$ cat src/inc/mixer_amp_params.svh
// Register offsets, field positions and reset values of the mixer amplifiers.
// Assumes inclusion by the design modules only; the package does not include it.
`ifndef MIXER_AMP_PARAMS_SVH
`define MIXER_AMP_PARAMS_SVH

`define OFS_INPUT_MIX1_CONTROL 8'h2C
`define OFS_INPUT_MIX1_GAIN 8'h2D
`define OFS_INPUT_MIX2_CONTROL 8'h2E
`define OFS_INPUT_MIX2_GAIN 8'h2F
`define OFS_LEFT_OUT_MIX_CONTROL 8'hCC
`define OFS_LEFT_OUT_MIX_GAIN 8'hCD
`define OFS_RIGHT_OUT_MIX_CONTROL 8'hCE
`define OFS_RIGHT_OUT_MIX_GAIN 8'hCF

`define BIT_AMP_ENABLE 7
`define BIT_AMP_MUTE 6
`define BIT_AMP_RAMP 5
`define BIT_AMP_CROSSING 4
`define BIT_MIX_ENABLE 3
`define IN_GAIN_MSB 3
`define OUT_GAIN_MSB 1

`define RST_IN_CONTROL 8'h48
`define RST_IN_GAIN 4'h3
`define RST_OUT_ENABLE 1'h0
`define RST_OUT_GAIN 2'h3

// Gains in tenths of a dB
`define IN_GAIN_BASE_TENTH_DB (-45)
`define IN_GAIN_STEP_TENTH_DB 15
`define OUT_GAIN_BASE_TENTH_DB (-15)
`define OUT_GAIN_STEP_TENTH_DB 5

// Cycles between ramp steps at 10 MHz, 100 us
`define RAMP_STEP_TIME_US 100
`define CLOCK_MHZ 10
`define RAMP_STEP_CYCLES (`RAMP_STEP_TIME_US * `CLOCK_MHZ)

`endif

$ cat src/inc/mixer_amp_pkg.sv
// Types shared by the mixer amplifier control bank.
// Uses nothing from the params header; it has no include.
package mixer_amp_pkg;

    typedef enum logic [1:0] {
        GAIN_IDLE,
        GAIN_RAMP,
        GAIN_WAIT_CROSS
    } gain_state_t;

    typedef struct packed {
        logic enable;
        logic mute;
        logic ramp;
        logic crossing_sync;
        logic mix_enable;
    } in_control_t;

    typedef struct packed {
        logic powered;
        logic silenced;
        logic mixing;
        logic [3:0] gain_code;
        // Nine bits: the top code reaches 180 tenths of a dB
        logic signed [8:0] gain_tenth_db;
    } in_amp_state_t;

    typedef struct packed {
        logic powered;
        logic [1:0] gain_code;
        logic signed [7:0] gain_tenth_db;
        logic gain_reserved;
    } out_amp_state_t;

endpackage

$ cat src/rtl/in_gain_stepper.sv
// Applies a requested input amplifier gain code: at once, stepped, or at a
// zero crossing. Assumes zero_cross is a one-cycle pulse from the signal path.
`timescale 1ns/1ps
`include "mixer_amp_params.svh"

module in_gain_stepper #(
    parameter int STEP_CYCLES = `RAMP_STEP_CYCLES
) (
    input wire logic clock,
    input wire logic resetn,
    input wire logic [3:0] target,
    input wire logic ramp,
    input wire logic crossing_sync,
    input wire logic zero_cross,
    output logic [3:0] applied,
    output logic busy
);
    localparam int CW = $clog2(STEP_CYCLES + 1);
    mixer_amp_pkg::gain_state_t state;
    logic [CW-1:0] tick;

    assign busy = (state != mixer_amp_pkg::GAIN_IDLE);

    always_ff @(posedge clock or negedge resetn) begin
        if (!resetn) begin
            state <= mixer_amp_pkg::GAIN_IDLE;
            applied <= `RST_IN_GAIN;
            tick <= '0;
        end else begin
            unique case (state)
                mixer_amp_pkg::GAIN_IDLE: begin
                    tick <= '0;
                    if (target != applied) begin
                        if (ramp) begin
                            state <= mixer_amp_pkg::GAIN_RAMP;
                        end else if (crossing_sync) begin
                            state <= mixer_amp_pkg::GAIN_WAIT_CROSS;
                        end else begin
                            applied <= target;
                        end
                    end
                end
                mixer_amp_pkg::GAIN_RAMP: begin
                    if (!ramp || target == applied) begin
                        state <= mixer_amp_pkg::GAIN_IDLE;
                    end else if (tick == CW'(STEP_CYCLES - 1)) begin
                        tick <= '0;
                        if (target > applied) begin
                            applied <= applied + 4'h1;
                        end else begin
                            applied <= applied - 4'h1;
                        end
                    end else begin
                        tick <= tick + CW'(1);
                    end
                end
                mixer_amp_pkg::GAIN_WAIT_CROSS: begin
                    if (ramp || !crossing_sync || target == applied) begin
                        state <= mixer_amp_pkg::GAIN_IDLE;
                    end else if (zero_cross) begin
                        applied <= target;
                        state <= mixer_amp_pkg::GAIN_IDLE;
                    end
                end
                default: begin
                    state <= mixer_amp_pkg::GAIN_IDLE;
                end
            endcase
        end
    end
endmodule

$ cat src/rtl/out_gain_decode.sv
// Decodes an output amplifier gain code into tenths of a dB.
// Assumes the code is held steady by the register bank.
`timescale 1ns/1ps
`include "mixer_amp_params.svh"

module out_gain_decode (
    input wire logic [1:0] code,
    output logic signed [7:0] tenth_db,
    output logic reserved
);
    always_comb begin
        reserved = (code == 2'h0);
        if (code == 2'h0) begin
            tenth_db = 8'sh00;
        end else begin
            tenth_db = 8'(`OUT_GAIN_BASE_TENTH_DB
                + `OUT_GAIN_STEP_TENTH_DB * int'(code));
        end
    end
endmodule

$ cat src/rtl/mixer_amp_gain_control.sv
// Control register bank for two input mixer amplifiers and two output
// mixer amplifiers. Assumes a plain register port driven by software and
// one-cycle zero-crossing pulses from each input signal path.
//
// Notes on behaviour
// - An input mixer amplifier is powered only while its enable bit 7 is 1; reset 0.
// - An input mixer amplifier is silenced while its mute bit 6 is 1; reset 1.
// - With ramp bit 5 set, ramping wins and the zero-cross bit is ignored.
// - With ramp and zero-cross bits off, a new input gain code takes effect at once.
// - With zero-cross bit 4 set and ramp off, gain waits for a zero crossing.
// - An input mixer combines sources only while mix-enable bit 3 is 1; reset 1.
// - Input gain code decodes to -4.5 dB plus 1.5 dB per step; resets to 3.
// - An output mixer amplifier is enabled by bit 7; reset 0.
// - Output gain 01/10/11 give -1.0/-0.5/0.0 dB; 00 reserved; reset 3.
//
// The address-and-strobe port is this design's own decision.
`timescale 1ns/1ps
`include "mixer_amp_params.svh"

module mixer_amp_gain_control #(
    parameter int RAMP_STEP = `RAMP_STEP_CYCLES
) (
    input wire logic clock,
    input wire logic resetn,
    input wire logic [7:0] reg_address,
    input wire logic [7:0] reg_write_data,
    input wire logic reg_write,
    input wire logic reg_read,
    output logic [7:0] reg_read_data,
    input wire logic [1:0] zero_cross,
    output mixer_amp_pkg::in_amp_state_t in_amp_a,
    output mixer_amp_pkg::in_amp_state_t in_amp_b,
    output mixer_amp_pkg::out_amp_state_t out_amp_left,
    output mixer_amp_pkg::out_amp_state_t out_amp_right,
    output logic [1:0] gain_busy
);
    mixer_amp_pkg::in_control_t in_ctrl [2];
    logic [3:0] in_gain [2];
    logic [3:0] in_applied [2];
    logic out_enable [2];
    logic [1:0] out_gain [2];
    logic signed [7:0] out_db [2];
    logic out_reserved [2];

    function automatic logic [7:0] pack_control(
        input mixer_amp_pkg::in_control_t c
    );
        logic [7:0] v;
        v = 8'h00;
        v[`BIT_AMP_ENABLE] = c.enable;
        v[`BIT_AMP_MUTE] = c.mute;
        v[`BIT_AMP_RAMP] = c.ramp;
        v[`BIT_AMP_CROSSING] = c.crossing_sync;
        v[`BIT_MIX_ENABLE] = c.mix_enable;
        return v;
    endfunction

    function automatic mixer_amp_pkg::in_control_t unpack_control(
        input logic [7:0] v
    );
        mixer_amp_pkg::in_control_t c;
        c.enable = v[`BIT_AMP_ENABLE];
        c.mute = v[`BIT_AMP_MUTE];
        c.ramp = v[`BIT_AMP_RAMP];
        c.crossing_sync = v[`BIT_AMP_CROSSING];
        c.mix_enable = v[`BIT_MIX_ENABLE];
        return c;
    endfunction

    function automatic logic signed [8:0] in_gain_db(input logic [3:0] code);
        return 9'(`IN_GAIN_BASE_TENTH_DB
            + `IN_GAIN_STEP_TENTH_DB * int'(code));
    endfunction

    // Input amplifier control registers
    always_ff @(posedge clock or negedge resetn) begin
        if (!resetn) begin
            in_ctrl[0] <= unpack_control(`RST_IN_CONTROL);
            in_ctrl[1] <= unpack_control(`RST_IN_CONTROL);
        end else if (reg_write) begin
            if (reg_address == `OFS_INPUT_MIX1_CONTROL) begin
                in_ctrl[0] <= unpack_control(reg_write_data);
            end
            if (reg_address == `OFS_INPUT_MIX2_CONTROL) begin
                in_ctrl[1] <= unpack_control(reg_write_data);
            end
        end
    end

    // Input amplifier gain requests
    always_ff @(posedge clock or negedge resetn) begin
        if (!resetn) begin
            in_gain[0] <= `RST_IN_GAIN;
            in_gain[1] <= `RST_IN_GAIN;
        end else if (reg_write) begin
            if (reg_address == `OFS_INPUT_MIX1_GAIN) begin
                in_gain[0] <= reg_write_data[`IN_GAIN_MSB:0];
            end
            if (reg_address == `OFS_INPUT_MIX2_GAIN) begin
                in_gain[1] <= reg_write_data[`IN_GAIN_MSB:0];
            end
        end
    end

    // Output amplifier registers
    always_ff @(posedge clock or negedge resetn) begin
        if (!resetn) begin
            out_enable[0] <= `RST_OUT_ENABLE;
            out_enable[1] <= `RST_OUT_ENABLE;
            out_gain[0] <= `RST_OUT_GAIN;
            out_gain[1] <= `RST_OUT_GAIN;
        end else if (reg_write) begin
            unique case (reg_address)
                `OFS_LEFT_OUT_MIX_CONTROL: begin
                    out_enable[0] <= reg_write_data[`BIT_AMP_ENABLE];
                end
                `OFS_RIGHT_OUT_MIX_CONTROL: begin
                    out_enable[1] <= reg_write_data[`BIT_AMP_ENABLE];
                end
                `OFS_LEFT_OUT_MIX_GAIN: begin
                    out_gain[0] <= reg_write_data[`OUT_GAIN_MSB:0];
                end
                `OFS_RIGHT_OUT_MIX_GAIN: begin
                    out_gain[1] <= reg_write_data[`OUT_GAIN_MSB:0];
                end
                default: begin
                end
            endcase
        end
    end

    // Read port: data stand in the cycle after the strobe only
    always_ff @(posedge clock or negedge resetn) begin
        if (!resetn) begin
            reg_read_data <= 8'h00;
        end else if (!reg_read) begin
            reg_read_data <= 8'h00;
        end else begin
            unique case (reg_address)
                `OFS_INPUT_MIX1_CONTROL:
                    reg_read_data <= pack_control(in_ctrl[0]);
                `OFS_INPUT_MIX2_CONTROL:
                    reg_read_data <= pack_control(in_ctrl[1]);
                `OFS_INPUT_MIX1_GAIN:
                    reg_read_data <= {4'h0, in_gain[0]};
                `OFS_INPUT_MIX2_GAIN:
                    reg_read_data <= {4'h0, in_gain[1]};
                `OFS_LEFT_OUT_MIX_CONTROL:
                    reg_read_data <= {out_enable[0], 7'h00};
                `OFS_RIGHT_OUT_MIX_CONTROL:
                    reg_read_data <= {out_enable[1], 7'h00};
                `OFS_LEFT_OUT_MIX_GAIN:
                    reg_read_data <= {6'h00, out_gain[0]};
                `OFS_RIGHT_OUT_MIX_GAIN:
                    reg_read_data <= {6'h00, out_gain[1]};
                default:
                    reg_read_data <= 8'h00;
            endcase
        end
    end

    genvar i;
    generate
        for (i = 0; i < 2; i++) begin : g_in
            in_gain_stepper #(
                .STEP_CYCLES(RAMP_STEP)
            ) u_step (
                .clock(clock),
                .resetn(resetn),
                .target(in_gain[i]),
                .ramp(in_ctrl[i].ramp),
                .crossing_sync(in_ctrl[i].crossing_sync),
                .zero_cross(zero_cross[i]),
                .applied(in_applied[i]),
                .busy(gain_busy[i])
            );
            out_gain_decode u_out (
                .code(out_gain[i]),
                .tenth_db(out_db[i]),
                .reserved(out_reserved[i])
            );
        end
    endgenerate

    // Amplifier state seen by the analog path
    always_comb begin
        in_amp_a.powered = in_ctrl[0].enable;
        in_amp_a.silenced = in_ctrl[0].mute | ~in_ctrl[0].enable;
        in_amp_a.mixing = in_ctrl[0].mix_enable;
        in_amp_a.gain_code = in_applied[0];
        in_amp_a.gain_tenth_db = in_gain_db(in_applied[0]);
        in_amp_b.powered = in_ctrl[1].enable;
        in_amp_b.silenced = in_ctrl[1].mute | ~in_ctrl[1].enable;
        in_amp_b.mixing = in_ctrl[1].mix_enable;
        in_amp_b.gain_code = in_applied[1];
        in_amp_b.gain_tenth_db = in_gain_db(in_applied[1]);
        out_amp_left.powered = out_enable[0];
        out_amp_left.gain_code = out_gain[0];
        out_amp_left.gain_tenth_db = out_db[0];
        out_amp_left.gain_reserved = out_reserved[0];
        out_amp_right.powered = out_enable[1];
        out_amp_right.gain_code = out_gain[1];
        out_amp_right.gain_tenth_db = out_db[1];
        out_amp_right.gain_reserved = out_reserved[1];
    end
endmodule

$ cat config.mk
export PLATFORM = sky130hd
export DESIGN_NAME = mixer_amp_gain_control
export DESIGN_NICKNAME = d
export VERILOG_FILES = /design/src/inc/mixer_amp_pkg.sv /design/src/rtl/in_gain_stepper.sv /design/src/rtl/out_gain_decode.sv /design/src/rtl/mixer_amp_gain_control.sv
export VERILOG_INCLUDE_DIRS = /design/src /design/src/inc
export SDC_FILE = /design/constraint.sdc
export NUM_CORES = 1
export LEC_CHECK = 0
export BUFFER_PORTS_ARGS = -buffer_cell sky130_fd_sc_hd__buf_2
export CAP_MARGIN = 20
export CORE_UTILIZATION = 57
export CTS_CLUSTER_SIZE = 12
export DETAILED_ROUTE_END_ITERATION = 8
export PLACE_DENSITY = 0.82
export SYNTH_ARGS = -nofsm -noshare
export SYNTH_HDL_FRONTEND = slang
export SYNTH_SLANG_ARGS = --single-unit
export TNS_END_PERCENT = 20
$ cat constraint.sdc
create_clock -name clock -period 4.2 [get_ports clock]
set_clock_uncertainty 0.05 [all_clocks]
set_input_delay 0.63 -clock clock [delete_from_list [all_inputs] [get_ports clock]]
set_output_delay 0.63 -clock clock [all_outputs]
set_load 0.02 [all_outputs]
==> results by group, run 1 <==
Routing
  • Routed vias: about 3800
  • Post-route ant nets: 0
  • DRC violations left: 0
  • Final WL: 10.1 mm
  • Drt wl/cell: 15.0 um
  • Vias per inst: approximately 5.7
  • Detailed Route Iter0 Violations: 210
  • DR pass1 iterations: 5

Logic synthesis
  • EDFF count, synth: 0
  • Syn_nets: 557
  • Largest cells by area after synthesis: dfrtp_1 25%, ha_1 12%, dfstp_2 8.9%
  • Unique masters post-synth: between 50 and 60
  • Sequential share of the synthesized area: 34.4%
  • Area leader, netlist: dfrtp_1
  • Post-synth top area share: 25.5%
  • Cell Area, Synth: 4710 um^2
  • Ys async rst share: 100%
  • Mapped Avg Cell Area: 9.84 um^2
  • Mapped Cells: 479
  • Ys flop type: dfrtp_1
  • #FFs+latches synth: 64
  • Yosys warns: 0

Power and ir drop
  • Tot Pwr: about 0.0035 W
  • Pint: 0.00184 W
  • Sw Ratio: 47.8%
  • Gate power share: 65.3%
  • Static leakage: 2.57 nW
  • IR drop worst, VDD: 0.000455 V
  • Clk network pwr share: 13.0%
  • Sequential share of power: 21.7%
  • NetSw: 0.00169 W
  • Power density over cell area: 651 nW/um^2

Timing
  • Crit path time final: approximately 4100 ps
  • Setup WS post-layout: 75.6 ps
  • Fmax: 0.242 GHz
  • Setup tns final: 0 ps
  • Final setup fails: 0
  • Slew headroom: a little over half
  • Max-slew violation count: 0
  • Final Hold Fails: 0
  • Final period util: a little over nine tenths
  • Worst Max-Slew Pin Slew: just under 700 ps

Final layout
  • Fillers: 613
  • Nets: 641
  • Core Util, Final: 69.1%
  • P&R area growth vs syn: 15.1%
  • Commonest non-fill, non-tap cell in the layout: buf_2
  • Antenna Cells: 0
  • Multi-input logic area: 2870 um^2
  • Register area: around 1600 um^2
  • Share of post-route cells with drive strength above 1: 31.0%
  • Most frequent cells in the layout: 85 x buf_2, 46 x dfrtp_1, 45 x ha_1

Floorplan
  • Core ar.: 7850 um^2
  • Io pins: 88
  • Die Area: 8630 um^2
  • Die Wd: 92.9 um
  • Die Ht: 92.9 um
  • Initial Util: 60.0%
  • FP Rows: 32

Global routing
  • GRT Util Overall: 24.4%
  • Initial antenna violation count: 0
  • Largest net degree at the start of global routing: 49
  • Vias in the first global route: 3712
  • Grt ovf: 0
  • First-pass GRT wire length: 16.7 mm

Clock network
  • Clock Sinks: 64
  • TritonCTS buffer count: 9
  • Clk pin slew, worst setup/hold paths: roughly 80 ps
  • Clock Tree Buf Depth: 2
  • # H-tree levels: 3
  • CTS tree: done
  • CTS Root Cell: clkbuf_8
  • Worst-Skew Late Latency: 340 ps

Placement
  • PortBufs: between 80 and 90
  • Hpwl dp: roughly 7.6 mm
  • Routability cong.: 0.897
  • Setup WS pre-CTS: 228 ps

Setup path
  • CP arrival: approximately 3400 ps
  • Crit end category: output pin
  • CP Max Fanout: 3
  • Worst setup SP type: flop
  • Critical Path RT: 3520 ps
  • Critical setup path kind: reg2out
  • Worst Reg-to-Reg Cells: 13

Job
  • Max Cap Viol: 0

Min path
  • Worst min path class: in2async

Run status
  • Status: completed
## routing by layer
| metal | GRT usage, % | part of all wire (%) | routed length [um] |
|---|---|---|---|
| met3 | 4.27 | 3.9 | 391 |
| met1 | 32.5 | 45 | 4560 |
| met4 | 7.82 | 1.2 | 117 |
| met5 | 0 | 0 | 0 |
| met2 | 40.3 | 50 | 5010 |
## cell families (layout without fill, tap and decap cells)
group,Yosys count,in the layout,share of synthesized area [%]
xor gates and xnor gates,29,29,5.39
and+or+nand+nor,154,154,17.2
AOI/OAI and AO/OA,93,93,13.7
DFF,64,64,34.4
adders and majority gates,56,56,16.5
muxes,31,31,7.22
buffers and inverters,52,141,5.58
## cell usage after synthesis, drive strengths merged (5+ instances only)
master  instances
dfrtp          48
a22oi          12
nor2b           8
nand2b          5
buf            18
xor2            5
clkbuf          5
o21ai          21
inv            29
a21oi          19
nor2           37
or3             7
dfstp          16
mux2i           7
mux2           24
xnor2          24
a22o            6
fa             10
or2             5
nor3           16
nand4           6
nand2          26
a31oi           5
nor4            5
ha             46
and2            5
nand3          16
## power by group through the flow
stage,sequential [W],clock [W],combinational [W]
finish,0.000767,0.000460,0.00230
CTS,0.000773,0.000470,0.00222
detailed placement,0.000788,0,0.00218
global placement,0.000780,0,0.00210
floorplan,0.000804,0,0.00158
global route,0.000779,0.000496,0.00251
## sequential cells by signal, summed over array words and instances (netlist names)
register             cells
out_amp_left             3
g_in.u_step.tick        20
in_amp_b                 2
g_in.u_step.state        4
reg_read_data            8
out_amp_right            3
in_amp_a                 2
in_ctrl                  6
in_gain                  8
g_in.u_step.applied      8
## per-stage QoR
stage                     std cells  area, um^2  hold slack, ps
after floorplan                 479        4710             284
after global placement          648        5140             425
after detailed placement        648        5140             441
after CTS                       666        5340             420
after global routing            670        5430             209
final                           670        5430             187
## layout make-up
type	count	share of cell area, %
inverter	29	2.01
sequential	64	29.9
timing repair buffer	96	9.59
multi-input combinational	363	53.0
clock inverter	7	0.876
tap	102	2.35
clock buffer	9	2.28
## final timing paths
path	start	end	slack (ps)
setup / recovery	g_in[1].u_step.applied[1]	in_amp_b[7]	80
hold / removal	resetn	g_in[0].u_step.tick[4]	190
setup reg to reg	g_in[1].u_step.applied[1]	g_in[1].u_step.applied[3]	780
hold reg to reg	g_in[1].u_step.tick[7]	g_in[1].u_step.tick[7]	460
max in group asynchronous	resetn	out_amp_right[9]	3020
min in group clock	zero_cross[0]	g_in[0].u_step.state[1]	420
## critical path, cell delays in order (launching register included)
cell	delay, ps
dfstp_2	550
fa_1	430
fa_1	480
ha_1	230
a21oi_2	190
a21boi_2	90
or4b_2	640
nand3_2	120
xor2_1	190
buf_4	180
## timing repair
action | 4_1_cts | 5_1_grt
setup buffers | 2 | 3
endpoints found under the setup margin | 4 | 5
hold buffers | 0 | 0
pin swaps | 1 | 6
gates resized for setup | 6 | 8
No activity file was read; power rests on OpenSTA's default activity.
==> inputs of run 2 (changes only) <==
Settings changed: PLACE_DENSITY 0.82 to not set, PLACE_DENSITY_LB_ADDON set to 0.3, RECOVER_POWER set to 25.
==> run 2 against run 1 <==
  * The run now ends with max-capacitance violations, max-slew violations left
  * Non-clock buffer count decreased by 1
  * Hold slack better by 230 ps
  * Core utilization decreased by 0.19 points
  * Via count increased by 0.39%
==> results by group, run 2 (synthesis results as in run 1) <==
Final layout
  • Most frequent cells in the layout: 84 x buf_2, 46 x dfrtp_1, 45 x ha_1
  • Core Util, Final: 68.9%
  • Share of post-route cells with drive strength above 1: around 30%
  • Multi-input logic area: 2860 um^2
  • Nets: 640
  • P&R area growth vs syn: 14.8%
  • Fillers: around 600
  • Antenna Cells: 0
  • Post-route cell area: ~5400 um^2
  • Number of flip-flops in the largest register: 20
  • Commonest non-fill, non-tap cell in the layout: buf_2
  • Largest Register: g_in.u_step.tick
  • Register area: 1620 um^2

Floorplan
  • Core ar.: 7850 um^2
  • Initial Util: 60.0%
  • Die Ht: 92.9 um
  • Die Area: 8630 um^2
  • Die Wd: between 90 and 100 um
  • Io pins: around 90
  • FP Rows: 32

Global routing
  • GRT Util Overall: 25.0%
  • Initial antenna violation count: 0
  • First-pass GRT wire length: 16.9 mm
  • Grt ovf: 0
  • Largest net degree at the start of global routing: 45
  • Vias in the first global route: 3686

Setup path
  • Flop-to-flop setup slack: about 750 ps
  • Worst Reg-to-Reg Cells: 13
  • Worst path slowest cell: or4b_2
  • Crit-path most repeated cell: fa_1
  • R2R Path Start: g_in[1].u_step.applied[1]
  • Critical Path RT: 3520 ps
  • Worst reg2reg endpoint: g_in[1].u_step.applied[3]
  • Crit end category: output pin
  • CP Max Fanout: 3
  • Crit-path cells: fa_1, fa_1, ha_1, nand3_1, a21boi_1, or4b_2, nand3_2, xor2_1, buf_4
  • CP arrival: 3390 ps
  • Slowest stage delay, CP: 640 ps
  • Worst setup SP type: flop
  • Critical setup path kind: reg2out

Clock network
  • Clk pin slew, worst setup/hold paths: 70 ps
  • Worst-Skew Late Latency: 350 ps
  • # H-tree levels: 3
  • CTS Root Cell: clkbuf_8
  • TritonCTS buffer count: 9
  • Clock Sinks: 64
  • Clock Tree Buf Depth: 2
  • CTS tree: done
  • CTS Hold Bufs: 0

Routing
  • Post-route ant nets: 0
  • Routed vias: 3862
  • Final WL: between 10 and 15 mm
  • DR pass1 iterations: 5
  • Drt wl/cell: 15.4 um
  • Vias per inst: 5.77
  • Detailed Route Iter0 Violations: 215
  • DRC violations left: 0

Min path
  • Worst Hold Path EP: g_in[0].u_step.state[1]
  • HP Start: zero_cross[0]
  • Worst min path class: in2reg
  • WHS Path Cells: 2

Timing
  • Crit path time final: 4070 ps
  • Fmax: 0.245 GHz
  • Final period util: 97.0%
  • Final Hold Fails: 0
  • Worst Max-Slew Pin Slew: ~2300 ps
  • Slew headroom: -50.1%
  • Final setup fails: 0
  • Max-slew violation count: 45

Job
  • Max Cap Viol: 1

Run status
  • Status: finished with violations
  • Failing checks: max-capacitance violations, max-slew violations

Placement
  • Hpwl dp: approximately 7.8 mm
  • PortBufs: 87
  • Cell area after placement: just over 5000 um^2
  • Routability cong.: 0.886

Power and ir drop
  • Power density over cell area: 657 nW/um^2
  • Static leakage: ~2.6 nW
  • IR drop worst, VDD: 0.000450 V
## run 2: cell types whose count changed in the layout (fill, tap and decap cells not counted), sizes merged
| cell | change |
|---|---|
| bufinv | +1 |
| buf | -4 |
| clkbuf | +3 |
| inv | -1 |
## run 2: area by class of cell
cell class              count  area share, %
multi-input cells         363           52.9
flip-flops and latches     64           30.0
repair buffers             95           9.09
well taps                 102           2.36
clock buffers               9           2.29
inverters                  29           2.01
clock inverters             7           1.34
## run 2: worst max-delay path by stage
stage,startpoint,end,slack (ps),cells past startpoint
2_1_floorplan,g_in[1].u_step.applied[1],in_amp_b[7],310,8
3_3_place_gp,g_in[1].u_step.applied[1],in_amp_b[7],380,9
3_5_place_dp,g_in[1].u_step.applied[1],in_amp_b[7],270,9
4_1_cts,g_in[0].u_step.applied[1],in_amp_a[8],20,10
5_1_grt,g_in[0].u_step.applied[1],in_amp_a[7],-7,9
6_report,g_in[1].u_step.applied[1],in_amp_b[7],130,9
## run 2: routing by layer
layer  vias to the layer above  part of all wire [%]  global-route usage [%]  wire length [um]
li1                       1878                     -                       -                 -
met1                      1866                    46                    33.2              4720
met2                       104                    48                    41.0              4970
met3                        14                   4.4                    3.94               456
met4                         0                   1.5                    9.62               153
met5                         -                     0                       0                 0
## run 2: stage by stage
step / worst slack [ps] / setup TNS, ps / power [W] / hold slack (ps) / cells
2_1_floorplan: 307 / 0 / 0.00239 / 284 / 479
3_3_place_gp: 379 / 0 / 0.00288 / 430 / 648
3_5_place_dp: 269 / 0 / 0.00296 / 434 / 648
4_1_cts: 19.6 / 0 / 0.00353 / 396 / 665
5_1_grt: -7.06 / -9.09 / 0.00383 / 429 / 669
6_report: 125 / 0 / 0.00355 / 417 / 669
## run 2: critical path, delay by kind of cell, from the launching register on
kind / cells / cell delay (ps)
AOI/OAI and AO/OA: 1 / 100
and+or+nand+nor: 3 / 850
DFF: 1 / 550
buffers and inverters: 1 / 160
adders and majority gates: 3 / 1250
xor gates and xnor gates: 1 / 140
## run 2: report_power, final
group	switching (W)	internal, W	total, W
registers	0.0000950	0.000676	0.000771
logic	0.00132	0.000931	0.00225
clock network	0.000254	0.000273	0.000527
## run 2: repair_timing
| item | CTS | global route |
|---|---|---|
| pin swaps | 0 | 2 |
| resized for setup | 4 | 6 |
| buffers inserted | 1 | 4 |
| endpoints found under the setup margin | 4 | 5 |
==> inputs of run 3 (changes only) <==
Settings changed: CORE_UTILIZATION 57 to 60.
Clock period 4.2 ns to 4.92 ns, I/O delays scaled along.
==> run 3 against run 2 <==
  * The run still ends with max-capacitance violations, max-slew violations left
  * Clock-buffer cell count is the same
  * Routed wire length shrank 2.7%
  * Final cell count shrank 1.5%
  * Combinational power shrank 19%
==> results by group, run 3 (synthesis results as in run 1) <==
Floorplan
  • Die Wd: ~90 um
  • Core ar.: 7410 um^2
  • Io pins: 88
  • Die Area: 8210 um^2
  • FP Rows: 31
  • Initial Util: 63.6%
  • Die Ht: 90.6 um

Clock network
  • Setup Buffers After CTS: 0
  • Clock Sinks: 64
  • Post-CTS sizing: 0
  • Clk pin slew, worst setup/hold paths: around 80 ps
  • TritonCTS buffer count: 9
  • # H-tree levels: 3
  • CTS Root Cell: clkbuf_8
  • Clock Tree Buf Depth: 2
  • CTS tree: done
  • CTS Hold Bufs: 0
  • Worst-Skew Late Latency: between 300 and 400 ps

Final layout
  • Core Util, Final: 72.2%
  • Fillers: 586
  • Post-route cell area: ~5300 um^2
  • Largest Register: g_in.u_step.tick
  • Antenna Cells: 0
  • Commonest non-fill, non-tap cell in the layout: buf_2
  • Most frequent cells in the layout: 87 x buf_2, 48 x dfrtp_1, 46 x ha_1
  • Nets: about 630
  • P&R area growth vs syn: 13.5%
  • Share of post-route cells with drive strength above 1: between 20 and 30%
  • Number of flip-flops in the largest register: 20

Timing
  • Setup tns final: 0 ps
  • Worst Max-Slew Pin Slew: 3340 ps
  • Crit path time final: 4430 ps
  • Setup WS post-layout: 488 ps
  • Final Hold Fails: 0
  • Fmax: 0.226 GHz
  • RSZ-0062 raised after global routing: no
  • Slew headroom: -123%
  • Final setup fails: 0
  • Final period util: between 90% and 100%
  • Max-slew violation count: 65

Routing
  • Post-route ant nets: 0
  • Detailed Route Iter0 Violations: 164
  • DR pass1 iterations: 5
  • DRC violations left: 0
  • Routed vias: just under 4000
  • Final WL: about 10 mm
  • Vias per inst: 5.83
  • Drt wl/cell: 15.2 um

Global routing
  • Grt ovf: 0
  • GRT Util Overall: 25.7%
  • Vias in the first global route: 3754
  • Initial antenna violation count: 0
  • Largest net degree at the start of global routing: 65
  • First-pass GRT wire length: 17.1 mm

Setup path
  • CP Max Fanout: 9
  • Worst setup SP type: flop
  • Crit-path cells: fa_1, fa_1, ha_1, a21oi_1, a21boi_0, or4b_2, nand3_1, xor2_1, buf_2
  • Worst Reg-to-Reg Cells: 11
  • Critical Path RT: 4130 ps
  • Worst path slowest cell: dfstp_2
  • Crit end category: output pin
  • Crit-path most repeated cell: fa_1
  • Slowest stage delay, CP: between 600 and 700 ps
  • CP arrival: about 3600 ps
  • Critical setup path kind: reg2out

Run status
  • Failing checks: max-capacitance violations, max-slew violations
  • Status: finished with violations

Placement
  • PortBufs: 87
  • Cell area after placement: 5120 um^2
  • Routability cong.: 0.830
  • Hpwl dp: between 7 and 8 mm
  • Setup WS pre-CTS: 872 ps

Power and ir drop
  • Static leakage: roughly 2.5 nW
  • IR drop worst, VDD: 0.000384 V
  • Power density over cell area: around 560 nW/um^2

Min path
  • Worst min path class: reg2reg
  • WHS Path Cells: 1

Job
  • Max Cap Viol: 1
[run 3: cell count changes in the layout (fill, tap and decap cells not counted), sizes merged]
cell and delta:
buf -5, bufinv +1, clkbuf -2, clkinv -3
inv +2
[run 3: worst paths after layout]
| path | slack (ps) | endpoint | from |
|---|---|---|---|
| worst max-delay path | 490 | in_amp_b[7] | g_in[1].u_step.applied[1] |
| worst min register to register | 450 | g_in[1].u_step.tick[9] | g_in[1].u_step.tick[9] |
| max in group asynchronous | 1380 | g_in[1].u_step.tick[1] | resetn |
| worst min-delay path | 450 | g_in[1].u_step.tick[9] | g_in[1].u_step.tick[9] |
| worst max register to register | 1160 | g_in[1].u_step.applied[3] | g_in[1].u_step.applied[1] |
| min in group asynchronous | 1570 | g_in[0].u_step.state[1] | resetn |
[run 3: area by class of cell]
type | instances | area [um^2] | share of cell area, %
well taps | 99 | 124 | 2.32
clock buffers | 9 | 124 | 2.32
clock inverters | 7 | 104 | 1.94
repair buffers | 88 | 439 | 8.21
flip-flops and latches | 64 | 1620 | 30.3
inverters | 29 | 109 | 2.04
multi-input cells | 363 | 2830 | 52.9
[run 3: critical path: cells and delay by family, from the launching register on]
family	cells	cell delay, ps
flip-flops	1	640
buffers and inverters	1	180
adder cells (fa/ha/maj)	3	1210
AND/OR/NAND/NOR	2	770
XOR/XNOR	1	150
AO/OA/AOI/OAI	2	340
[run 3: metal layers]
metal,global-route usage [%],share of wire [%],up-vias
met5,0,0,-
met4,8.87,1.2,0
met3,5.64,4.1,9
met2,44.0,52,102
met1,31.8,43,1873
li1,-,-,1859
[run 3: power breakdown]
part           leakage, nW  total (W)  switching [W]  internal, W
clock network        0.108   0.000507       0.000216     0.000291
logic                 1.59    0.00183        0.00110     0.000736
registers            0.833   0.000669      0.0000925     0.000576
total                 2.53    0.00301        0.00141      0.00160
[run 3: through the flow]
stage | total power [W] | instances | hold WS (ps)
4_1_cts | 0.00303 | 659 | 443
3_5_place_dp | 0.00251 | 643 | 428
5_1_grt | 0.00323 | 659 | 472
2_1_floorplan | 0.00204 | 479 | 392
6_report | 0.00301 | 659 | 447
3_3_place_gp | 0.00243 | 643 | 427
